### src/rtl/csi_out_cfg_map.vh
// Purpose: Offsets, field positions and reset values of the output config bank.
// Assumes: Eight-bit registers reached by a byte-wide indirect offset.
// Notes: Definitions only.
`ifndef CSI_OUT_CFG_MAP_VH
`define CSI_OUT_CFG_MAP_VH

// Register offsets.
`define OFS_CLOCK_TRAIL 8'h02
`define OFS_RAW_PLACE 8'h09
`define OFS_PORT0_EN 8'h13
`define OFS_PORT1_EN 8'h14
`define OFS_CHECK_ROUTE 8'h16
`define OFS_VCHAN 8'h2e

// Reset values.
`define RST_CLOCK_TRAIL 8'h00
`define RST_RAW_PLACE 8'h00
`define RST_PORT0_EN 8'h3f
`define RST_PORT1_EN 8'h00
`define RST_CHECK_ROUTE 8'h02
`define RST_VCHAN 8'h00

// Field positions.
`define BIT_TRAIL_OVERRIDE 7
`define BIT_RAW_MSB 4
`define BIT_REG_CONTROL 7
`define BIT_TO_PIN3 2
`define BIT_TO_PIN0 1
`define BIT_CHECK_STATUS 0

// Enable field codes.
`define PORT_EN_ALL 6'h3f

`endif

### src/rtl/csi_out_cfg.v
// Purpose: Output configuration register bank for the camera-serial transmit.
// Assumes: One clock; strobes are one cycle and never both at once.
// Notes: Read data stands in the cycle after the read strobe only.
//
// Strobed register access was chosen for this implementation.
`timescale 1ns/100ps
`default_nettype none
`include "csi_out_cfg_map.vh"

// Behaviour
// - Override bit clear: trail timing comes from the automatic value.
// - Override bit set: trail timing is the stored four-bit value.
// - Raw placement bit selects low or high lines of the colour bus.
// - Port 0 enable field resets to all ones; zero disables, all ones enables.
// - Port 1 enable field resets to zero; all ones enables it.
// - Bit 7 of each port register is a register-control switch, reset 0.
// - Routing bit 2 drives the check result out on general pin three.
// - Routing bit 1, reset 1, drives the check result on pin zero.
// - Routing bit 0 reads back the present check-result level.
// - Channel bits 7:6 set the virtual channel of every output packet.
module csi_out_cfg #(
    parameter TRAIL_W = 4
) (
    // Clock and reset.
    input wire clk,
    input wire nrst,
    // Register port.
    input wire [7:0] reg_addr,
    input wire [7:0] reg_wdata,
    input wire reg_wr,
    input wire reg_rd,
    output reg [7:0] reg_rdata,
    // Check-result signal from the pixel checker, asynchronous.
    input wire check_result,
    // Automatically derived trail timing from the transmit timing logic.
    input wire [TRAIL_W-1:0] auto_trail,
    // Configuration towards the transmitter.
    output reg [TRAIL_W-1:0] trail_value,
    output reg raw_msb_place,
    output reg port0_on,
    output reg port1_on,
    output reg port0_register_control,
    output reg port1_register_control,
    output reg [1:0] virtual_channel_field,
    // General pins carrying the check result, with their enables.
    output reg general_pin_zero_o,
    output reg general_pin_zero_oe,
    output reg general_pin_three_o,
    output reg general_pin_three_oe
);

    reg [7:0] clock_trail_ctrl_r;
    reg [7:0] raw_placement_ctrl_r;
    reg [7:0] output_port0_enable_r;
    reg [7:0] output_port1_enable_r;
    reg [7:0] check_result_routing_r;
    reg [7:0] virtual_channel_select_r;
    reg check_meta_r;
    reg check_sync_r;
    reg [7:0] rdata_nxt;
    reg [TRAIL_W-1:0] auto_meta_r;
    reg [TRAIL_W-1:0] auto_sync_r;

    // Two-flop synchronisers; the first stage feeds only the second.
    always @(posedge clk or negedge nrst) begin
        if (!nrst) begin
            check_meta_r <= 1'b0;
            check_sync_r <= 1'b0;
            auto_meta_r <= {TRAIL_W{1'b0}};
            auto_sync_r <= {TRAIL_W{1'b0}};
        end else begin
            check_meta_r <= check_result;
            check_sync_r <= check_meta_r;
            auto_meta_r <= auto_trail;
            auto_sync_r <= auto_meta_r;
        end
    end

    // Register writes. Unknown offsets are ignored so reserved space stays
    // untouched even if software misbehaves.
    always @(posedge clk or negedge nrst) begin
        if (!nrst) begin
            clock_trail_ctrl_r <= `RST_CLOCK_TRAIL;
            raw_placement_ctrl_r <= `RST_RAW_PLACE;
            output_port0_enable_r <= `RST_PORT0_EN;
            output_port1_enable_r <= `RST_PORT1_EN;
            check_result_routing_r <= `RST_CHECK_ROUTE;
            virtual_channel_select_r <= `RST_VCHAN;
        end else if (reg_wr) begin
            if (reg_addr == `OFS_CLOCK_TRAIL) begin
                clock_trail_ctrl_r <= reg_wdata;
            end else if (reg_addr == `OFS_RAW_PLACE) begin
                raw_placement_ctrl_r <= reg_wdata;
            end else if (reg_addr == `OFS_PORT0_EN) begin
                output_port0_enable_r <= reg_wdata;
            end else if (reg_addr == `OFS_PORT1_EN) begin
                output_port1_enable_r <= reg_wdata;
            end else if (reg_addr == `OFS_CHECK_ROUTE) begin
                // Bit 0 is status; the stored copy is never read back.
                check_result_routing_r <= reg_wdata;
            end else if (reg_addr == `OFS_VCHAN) begin
                virtual_channel_select_r <= reg_wdata;
            end
        end
    end

    // Read multiplexer; unmapped offsets read as zero.
    always @* begin
        rdata_nxt = 8'h00;
        if (reg_addr == `OFS_CLOCK_TRAIL) begin
            rdata_nxt = clock_trail_ctrl_r;
        end else if (reg_addr == `OFS_RAW_PLACE) begin
            rdata_nxt = raw_placement_ctrl_r;
        end else if (reg_addr == `OFS_PORT0_EN) begin
            rdata_nxt = output_port0_enable_r;
        end else if (reg_addr == `OFS_PORT1_EN) begin
            rdata_nxt = output_port1_enable_r;
        end else if (reg_addr == `OFS_CHECK_ROUTE) begin
            rdata_nxt = {check_result_routing_r[7:1], check_sync_r};
        end else if (reg_addr == `OFS_VCHAN) begin
            rdata_nxt = virtual_channel_select_r;
        end
    end

    // Read data is held only for the cycle after the strobe.
    always @(posedge clk or negedge nrst) begin
        if (!nrst) begin
            reg_rdata <= 8'h00;
        end else if (reg_rd) begin
            reg_rdata <= rdata_nxt;
        end else begin
            reg_rdata <= 8'h00;
        end
    end

    // Configuration outputs, registered so the transmitter sees clean levels.
    // Only the exact all-ones code enables a port; other codes are treated
    // as disabled since their meaning is undefined.
    always @(posedge clk or negedge nrst) begin
        if (!nrst) begin
            trail_value <= {TRAIL_W{1'b0}};
            raw_msb_place <= 1'b0;
            port0_on <= 1'b0;
            port1_on <= 1'b0;
            port0_register_control <= 1'b0;
            port1_register_control <= 1'b0;
            virtual_channel_field <= 2'b00;
        end else begin
            if (clock_trail_ctrl_r[`BIT_TRAIL_OVERRIDE]) begin
                trail_value <= clock_trail_ctrl_r[TRAIL_W-1:0];
            end else begin
                trail_value <= auto_sync_r;
            end
            raw_msb_place <= raw_placement_ctrl_r[`BIT_RAW_MSB];
            port0_on <= (output_port0_enable_r[5:0] == `PORT_EN_ALL);
            port1_on <= (output_port1_enable_r[5:0] == `PORT_EN_ALL);
            port0_register_control <=
                output_port0_enable_r[`BIT_REG_CONTROL];
            port1_register_control <=
                output_port1_enable_r[`BIT_REG_CONTROL];
            virtual_channel_field <= virtual_channel_select_r[7:6];
        end
    end

    // Check-result routing onto the general pins.
    always @(posedge clk or negedge nrst) begin
        if (!nrst) begin
            general_pin_zero_o <= 1'b0;
            general_pin_zero_oe <= 1'b0;
            general_pin_three_o <= 1'b0;
            general_pin_three_oe <= 1'b0;
        end else begin
            general_pin_zero_oe <= check_result_routing_r[`BIT_TO_PIN0];
            general_pin_zero_o <= check_result_routing_r[`BIT_TO_PIN0] &
                check_sync_r;
            general_pin_three_oe <= check_result_routing_r[`BIT_TO_PIN3];
            general_pin_three_o <= check_result_routing_r[`BIT_TO_PIN3] &
                check_sync_r;
        end
    end

endmodule
`default_nettype wire

### config.mk
export PLATFORM = sky130hd
export DESIGN_NAME = csi_out_cfg
export DESIGN_NICKNAME = d
export VERILOG_FILES = /design/src/rtl/csi_out_cfg.v
export VERILOG_INCLUDE_DIRS = /design/src /design/src/rtl
export SDC_FILE = /design/constraint.sdc
export NUM_CORES = 1
export LEC_CHECK = 0
export BUFFER_PORTS_ARGS = -buffer_cell sky130_fd_sc_hd__buf_2
export CORE_MARGIN = 2
export CORE_UTILIZATION = 56
export DETAILED_ROUTE_END_ITERATION = 8
export MAX_ROUTING_LAYER = met4
export PLACE_DENSITY = 0.78
export RECOVER_POWER = 100
export SYNTH_ARGS = -nofsm -noshare
export SYNTH_HDL_FRONTEND = slang
export SYNTH_SLANG_ARGS = --single-unit
### constraint.sdc
create_clock -name clk -period 1.4 [get_ports clk]
set_clock_uncertainty 0.1 [all_clocks]
set_input_delay 0.28 -clock clk [delete_from_list [all_inputs] [get_ports clk]]
set_output_delay 0.28 -clock clk [all_outputs]
set_load 0.02 [all_outputs]
# Word-level counts from Yosys, hierarchy flattened
# Cells that the tools add are included.
# W data, S select, Z words.
# classes
eq_ne	8
mux	8
bitwise_logic	7
n_reduce_logical	6
# op_table
operator	n
$mux W8	7
$eq A8 B5 Y1 const B	3
$eq A6 B6 Y1 const B	2
$eq A8 B2 Y1 const B	1
$eq A8 B4 Y1 const B	1
$eq A8 B6 Y1 const B	1
$reduce_and A7 Y1	1
$reduce_and A6 Y1	1
$not A1 Y1	5
$reduce_and A5 Y1	1
$mux W4	1
$reduce_and A4 Y1	1
$reduce_and A3 Y1	1
$and A1 B1 Y1	2
$reduce_and A2 Y1	1
# totals
ff_bits	81
input_bits	25
out_inout_bits	23
wordCells	51

# Depth between registers and ports, before layout
# Gate-level depths: netlist of the first run.
# depth
word_depth	8
depth_mapped	7
depth_no_buf	4

# Worst setup path before layout of the first run
# OpenSTA, ideal clock, no wires.
# synth_timing
kind	in2reg
startpoint	in reg_addr[5]
endpoint	reg clock_trail_ctrl_r[0]
setup_time_ns	0.125
arrival_ns	2.026
t_required_ns	1.175
setup_slack_ns	-0.852
path_stages	7
n_path_buf	3
cell_sequence	or4b_1 buf_2 or3_1 buf_6 or2_1 buf_6 mux2_4
# synth_via
elab_chain_cells	2
# synth_rtl
element	line_no	text
start, declared	csi_out_cfg.v:28	input wire [7:0] reg_addr,
$eq A8 B2 Y1 (no source line)	-	
$reduce_and A2 Y1 (no source line)	-	
end signal, assigned	csi_out_cfg.v:83	clock_trail_ctrl_r <= `RST_CLOCK_TRAIL;
end signal, assigned	csi_out_cfg.v:91	clock_trail_ctrl_r <= reg_wdata;
end, declared	csi_out_cfg.v:52	reg [7:0] clock_trail_ctrl_r;
# No other way between the ends.
# A chain may end at the register's enable or synchronous reset.

# Worst setup path in the final report of the first run
# layout_timing
startpoint	in reg_addr[5]
endpoint	reg clock_trail_ctrl_r[4]
# Same word-level chain as after synthesis.

==> results of run 1 <==
[state kept, by name, indices dropped and copies added (netlist names), 2 cells and up]
name / flops
clock_trail_ctrl_r: 8
output_port0_enable_r: 8
check_result_routing_r: 7
reg_rdata: 8
auto_sync_r: 4
virtual_channel_field: 2
auto_meta_r: 4
output_port1_enable_r: 8
virtual_channel_select_r: 8
trail_value: 4
raw_placement_ctrl_r: 8
[where the power goes]
| part | leakage, nW | total (mW) | internal, mW | switching (mW) |
|---|---|---|---|---|
| combinational | 0.934 | 0.431 | 0.214 | 0.217 |
| sequential | 1.05 | 2.47 | 2.41 | 0.0585 |
| clock | 0.103 | 1.76 | 0.861 | 0.903 |
| total | 2.09 | 4.67 | 3.49 | 1.18 |
[area by class of cell]
type	instances	area, sq um	area share (%)
Clock buffer	9	124	2.86
Clock inverter	7	83.8	1.94
Inverter	1	3.75	0.0868
Multi-Input combinational cell	149	1360	31.4
Sequential cell	80	2010	46.5
Tap cell	72	90.1	2.08
Timing Repair Buffer	89	653	15.1
[layer usage]
metal  routed length (um)  global-route usage (%)  up-vias
li1                     -                       -     1069
met1                 3200                    35.2     1234
met2                 4060                    41.8       98
met5                    0                       -        -
met3                  557                    5.78       18
met4                  176                    9.66        0
[worst min-delay path by stage]
stage | cells after the start | startpoint | slack (ns) | endpoint
2_1_floorplan | 0 | nrst | -0.12 | auto_meta_r[0]
3_3_place_gp | 1 | nrst | 0.11 | virtual_channel_select_r[6]
3_5_place_dp | 1 | nrst | 0.11 | virtual_channel_select_r[6]
4_1_cts | 2 | reg_wdata[5] | 0.15 | raw_placement_ctrl_r[5]
5_1_grt | 2 | reg_wdata[0] | 0.15 | clock_trail_ctrl_r[0]
6_report | 2 | reg_wdata[5] | 0.17 | output_port0_enable_r[5]
[timing repair]
item	4_1_cts	5_1_grt
gates resized for setup	31	14
hold endpoints to repair	25	0
hold buffers	6	0
buffers inserted	2	8
setup endpoints to repair	39	39
gates cloned	1	0
pin swaps	6	10
[stage by stage]
step           TNS [ns]  util, %  cell area [sq um]  std cells
4_1_cts           -5.92     75.6               4240        400
5_1_grt           -5.87     77.1               4320        407
2_1_floorplan    -16.22        -               3410        240
3_5_place_dp     -24.68     69.0               3870        376
6_report          -5.57     77.1               4320        407
3_3_place_gp     -23.73     69.0               3870        376
[cell families (layout without fill, tap and decap cells)]
| logic type | Yosys count | in the layout | synth area share (%) |
|---|---|---|---|
| DFF | 80 | 80 | 60.8 |
| muxes | 52 | 52 | 18.6 |
| and+or+nand+nor | 50 | 50 | 9.24 |
| AOI/OAI and AO/OA | 47 | 47 | 9.54 |
| buffers and inverters | 11 | 106 | 1.74 |
[worst max-delay path: cells and delay by family]
kind,cells,cell delay [ns]
buffers and inverters,1,0.09
multiplexers,1,0.31
AND/OR/NAND/NOR,3,1.19
[layout by cell type, fill, tap and decap left out, types with 5 or more instances in the layout]
master         Yosys  final
dfrtp_1           73     73
mux2_2            44     40
buf_4              0     21
buf_6              2     17
buf_2              1     15
clkbuf_2           0     14
clkbuf_1           6     13
mux2_4             8     12
clkbuf_8           0      9
a21boi_0           8      8
nand3_1            8      8
and3_1             7      7
o21ai_0           14      7
a221oi_1           7      7
a211oi_1           7      6
dlygate4sd3_1      0      6
o21ai_2            0      5
a21oi_1            7      5
dfstp_2            7      5
==> results.tsv, run 1 <==
metric	value	unit
cellPowerDensity	1080	nW/um^2
drive_gt1_share	49.9	%
cp-end-kind	register	
finalNetCount	355	
critPathMaxStageDelay	0.53	ns
antenna_found_initial	0	
syn_inst	240	
clk_path_buf_depth	2	
cpMaxStageDelayCell	or4b_4	
netlist_area	3300	sq um
rr_startpoint	check_result_routing_r[1]	
synth_seq_area_share	60.8	%
first_global_vias	2393	
dieHeight	80.8	um
avgRoutedWirePerCell	19.6	um
overflow	0	
p_total	4.67	mW
path_max_fanout	8	
h-tree-depth	3	
row_count	27	
io_pins	48	
peakVddDrop	0.000790	V
grt_start_max_net_pins	38	
arrival	1.88	ns
startpoint	reg_addr[5]	
status	finished, violations left	
violations	negative setup slack	
ff2ff_path_depth	4	
totalWireLength	7990	um
drv_cap	0	
first_pass_iters	4	
clock_sinks	80	
io_buffers	47	
num_antenna_cells	0	
antenna_violating_nets_post_route	0	
yosys-top-cells-area	dfrtp_1 55%, mux2_2 15%, dfstp_2 5.6%	
hold_class	in2reg	
drv_slew	0	
root_buffer	clkbuf_8	
routed-via-count	2419	
period_share	125	%
dp_slack	-0.795	ns
drc	0	
required	1.53	ns
hold_viol_final	0	
synth_flop_cell	dfrtp_1	
ys_types	36	
ys_warn_count	0	
synth.top_cell.area_share	55.3	%
yosys.area.top_type	dfrtp_1	
die_w	80.8	um
start_util	58.9	%
worstPathCellList	buf_6 -> or4b_4 -> or3_4 -> or2_4 -> mux2_4	
synth_edf_count	0	
track_usage	26.9	%
routabilityCongestion	0.867	
core_area	5610	sq um
layout_setup_ws	-0.357	ns
rsz0062_at_grt	true	
grt_pass1_wl	12300	um
cts_buffers	9	
max_freq	569	MHz
fillers	350	
clk_latency	0.34	ns
netlist_top_cells_count	73 x dfrtp_1, 44 x mux2_2, 14 x o21ai_0	
avgSynthCellArea	13.8	sq um
setup_viol	38	
holdWs	0.167	ns
start_kind	primary input	
syn_nets	265	
period_needed	1.76	ns
worstSetupEndpoint	clock_trail_ctrl_r[4]	
drt_iter0_markers	189	
dieArea	6530	sq um
reg2reg_slack	0.03	ns
relSlewSlack	57.3	%
path_class	in2reg	
area_growth	30.9	%
synth.most_common_cell	dfrtp_1	
clk_pin_slew_worst_paths	0.08	ns
leakagePower	2.09	nW
routed_via_density	5.94	
cts_tree	done	
reg2reg_to	reg_rdata[1]	
tightest_slew	0.641	ns
detailed_place_hpwl	5010	um
async_flop_share	100	%
synth-seq-cells	80	
(Power assumes the default switching activity.)
==> run 2: changes to the inputs <==
Settings changed: RECOVER_POWER 100 to 25.
==> results.tsv, run 2 (synthesis gave the netlist of run 1 again) <==
metric	value	unit
use_met3	5.78	%
avgRoutedWirePerCell	19.6	um
start_util	58.9	%
routed_via_density	6.02	
max_freq	568	MHz
antenna_found_initial	0	
grtUsageMet2	41.8	%
drv_cap	0	
clock_sinks	80	
io_pins	48	
dieArea	6530	sq um
dieHeight	80.8	um
clk_path_buf_depth	2	
drive_gt1_share	54.0	%
cts_buffers	9	
cellPowerDensity	1070	nW/um^2
fin_area	4370	sq um
start_kind	primary input	
violations	negative setup slack	
detailed_place_hpwl	5010	um
cts_tree	done	
cp-end-kind	register	
hold_class	in2reg	
arrival	1.89	ns
first_pass_iters	4	
peakVddDrop	0.000791	V
ff2ff_path_depth	4	
path_class	in2reg	
utilization	78.0	%
area_growth	32.3	%
setup_viol	32	
totalWireLength	7970	um
antenna_violating_nets_post_route	0	
routed-via-count	2452	
top_usage_layer	met2	
relSlewSlack	55.0	%
drt_iter0_markers	186	
drv_slew	0	
io_buffers	47	
path_max_fanout	8	
row_count	27	
grt_start_max_net_pins	38	
required	1.53	ns
layout_setup_ws	-0.360	ns
period_needed	1.76	ns
clk_latency	0.34	ns
holdWs	0.169	ns
leakagePower	2.16	nW
dp_slack	-0.795	ns
finalNetCount	355	
placed_area	3870	sq um
final_cell_mix	73 x dfrtp_1, 40 x mux2_2, 38 x buf_2	
die_w	80.8	um
period_share	126	%
min_path_cells	2	
gr-usage-met1	35.2	%
final_common_cell	dfrtp_1	
routabilityCongestion	0.867	
first_global_vias	2393	
hold_viol_final	0	
status	finished, violations left	
clk_pin_slew_worst_paths	0.09	ns
core_area	5610	sq um
root_buffer	clkbuf_8	
rsz0062_at_grt	true	
grt_pass1_wl	12300	um
track_usage	26.9	%
overflow	0	
drc	0	
num_antenna_cells	0	
h-tree-depth	3	
tightest_slew	0.674	ns
-- run 2: worst max-delay path, cell delays in order --
cell and delay, ns:
buf_6 0.09, or4b_4 0.53, or3_4 0.35, or2_4 0.32
mux2_4 0.32
-- run 2: path summary, 6_finish.rpt --
kind | from | to | slack [ns]
setup / recovery | reg_addr[5] | clock_trail_ctrl_r[3] | -0.36
hold / removal | reg_wdata[5] | output_port0_enable_r[5] | 0.17
setup reg to reg | check_result_routing_r[1] | reg_rdata[1] | -0.01
hold reg to reg | auto_meta_r[1] | auto_sync_r[1] | 0.25
max in group asynchronous | nrst | output_port0_enable_r[3] | 0.16
min in group asynchronous | nrst | virtual_channel_select_r[6] | 0.40
-- run 2: through the flow --
stage	TNS (ns)	power (mW)	cells
2_1_floorplan	-16.22	2.67	240
3_3_place_gp	-23.73	2.87	376
3_5_place_dp	-24.68	2.88	376
4_1_cts	-5.92	4.66	400
5_1_grt	-5.65	4.86	407
6_report	-5.47	4.68	407
-- run 2: cell type report --
| class | count | area (sq um) |
|---|---|---|
| repair buffers | 89 | 694 |
| inverters | 1 | 3.75 |
| clock buffers | 9 | 124 |
| well taps | 72 | 90.1 |
| flip-flops and latches | 80 | 2010 |
| fillers | 331 | 1240 |
| clock inverters | 7 | 83.8 |
| multi-input cells | 149 | 1370 |
-- run 2: layer usage --
metal | up-vias | part of all wire [%] | wire length [um]
met1 | 1234 | 39 | 3080
li1 | 1072 | - | -
met3 | 26 | 7.6 | 605
met2 | 120 | 50 | 4020
met5 | - | 0 | 0
met4 | 0 | 3.3 | 262
-- run 2: repair_timing --
item,in CTS,in global routing
hold buffers,6,0
gates resized for setup,31,14
setup buffers,2,8
pin swaps,6,10
endpoints found under the setup margin,39,39
endpoints found under the hold margin,25,0
cloned,1,0
-- run 2: report_power, final --
group          internal (mW)  total, mW  switching, mW
sequential              2.41       2.47         0.0578
clock                  0.862       1.76          0.902
combinational          0.223      0.443          0.219
total                   3.50       4.68           1.18
==> run 3: changes to the inputs <==
Settings changed: CORE_ASPECT_RATIO set to 1.25, SETUP_SLACK_MARGIN set to 0.3.
==> results.tsv, run 3 (synthesis gave the netlist of run 1 again) <==
metric	value	unit
totalWireLength	9190	um
io_buffers	47	
finalNetCount	360	
p_clk_share	37.4	%
grt_pass1_wl	14400	um
clk_latency	0.36	ns
antenna_found_initial	0	
internal_power	3.51	mW
drc	0	
first_global_vias	2769	
fillers	300	
num_antenna_cells	0	
cp-end-kind	register	
ff2ff_path_depth	4	
track_usage	31.1	%
p_sw	1.22	mW
area_growth	39.2	%
final_cell_mix	72 x dfrtp_1, 39 x buf_6, 36 x mux2_2	
drive_gt1_share	56.5	%
peakVddDrop	0.000668	V
layout_setup_ws	-0.430	ns
row_count	31	
setup_viol	55	
final_common_cell	dfrtp_1	
period_needed	1.83	ns
root_buffer	clkbuf_8	
overflow	0	
reg2reg_to	reg_rdata[1]	
io_pins	48	
drv_slew	0	
routed-via-count	2502	
hold_class	in2reg	
grt_start_max_net_pins	38	
multi_input_area	1430	sq um
switching_share	25.7	%
start_util	57.6	%
hold_end	clock_trail_ctrl_r[0]	
period_share	131	%
dp_slack	-0.787	ns
fin_area	4600	sq um
status	finished, violations left	
routabilityCongestion	0.886	
required	1.53	ns
max_freq	547	MHz
routed_via_density	6.16	
h-tree-depth	3	
rsz0062_at_grt	true	
start_kind	primary input	
placed_area	3910	sq um
reg2reg_slack	-0.08	ns
hold_viol_final	0	
holdWs	0.130	ns
first_pass_iters	4	
path_max_fanout	8	
clock_sinks	80	
cts_buffers	9	
antenna_violating_nets_post_route	0	
die_w	72.7	um
detailed_place_hpwl	5370	um
path_class	in2reg	
power_frac_seq	52.5	%
drv_cap	0	
leakagePower	2.22	nW
clk_path_buf_depth	2	
regArea	2010	sq um
cellPowerDensity	1030	nW/um^2
combPwrFrac	10.1	%
core_area	5740	sq um
tightest_slew	0.620	ns
rr_startpoint	check_result_routing_r[1]	
dieHeight	89.9	um
cts_tree	done	
min_path_cells	2	
relSlewSlack	58.6	%
violations	negative setup slack	
clk_pin_slew_worst_paths	0.09	ns
avgRoutedWirePerCell	22.6	um
drt_iter0_markers	232	
min_from	reg_wdata[0]	
arrival	1.96	ns
dieArea	6540	sq um
## run 3: layout make-up
class                      count  share of cell area (%)
clock buffer                   9                    2.69
clock inverter                 7                    1.82
inverter                       1                  0.0816
multi-input combinational    149                    31.0
sequential                    80                    43.7
tap                           66                    1.79
timing repair buffer          94                    18.8
## run 3: worst max path at each step
stage	slack [ns]	startpoint	cells past startpoint	to
global placement	-0.77	reg_addr[5]	6	clock_trail_ctrl_r[3]
global route	-0.42	reg_addr[5]	6	clock_trail_ctrl_r[1]
floorplan	-0.85	reg_addr[5]	7	clock_trail_ctrl_r[0]
detailed placement	-0.79	reg_addr[5]	6	clock_trail_ctrl_r[3]
CTS	-0.41	reg_addr[5]	6	clock_trail_ctrl_r[1]
finish	-0.43	reg_addr[5]	6	clock_trail_ctrl_r[1]
## run 3: through the flow
stage	total power [mW]	TNS, ns	instances	util (%)
5_1_grt	4.92	-13.91	406	80.1
4_1_cts	4.71	-9.56	404	79.4
6_report	4.73	-13.40	406	80.1
3_5_place_dp	2.89	-27.78	376	68.1
2_1_floorplan	2.67	-16.22	240	-
3_3_place_gp	2.87	-26.89	376	68.1
## run 3: timing repair
item,in CTS,in global routing
resized for setup,84,6
hold endpoints to repair,25,0
endpoints found under the setup margin,78,82
hold buffers,6,0
pin swaps,23,6
buffers inserted,6,2
## run 3: power groups by stage
stage / clock, mW / combinational (mW) / sequential [mW]
floorplan: 0 / 0.158 / 2.52
global placement: 0 / 0.367 / 2.50
detailed placement: 0 / 0.381 / 2.51
CTS: 1.78 / 0.458 / 2.47
global route: 1.91 / 0.509 / 2.49
finish: 1.77 / 0.477 / 2.48
## run 3: worst max-delay path: stages
cell and delay (ns):
buf_6 0.10, or4b_4 0.53, or3_4 0.35, or2_4 0.25
buf_12 0.15, mux2_4 0.30
## run 3: per-layer routing
| layer | up-vias | global-route usage, % | share of wire [%] | wire length (um) |
|---|---|---|---|---|
| met2 | 123 | 51.8 | 55 | 5020 |
| met1 | 1254 | 35.1 | 35 | 3210 |
| met5 | - | - | 0 | 0 |
| met4 | 0 | 15.4 | 4.5 | 409 |
| met3 | 41 | 5.83 | 6.1 | 559 |
| li1 | 1084 | - | - | - |
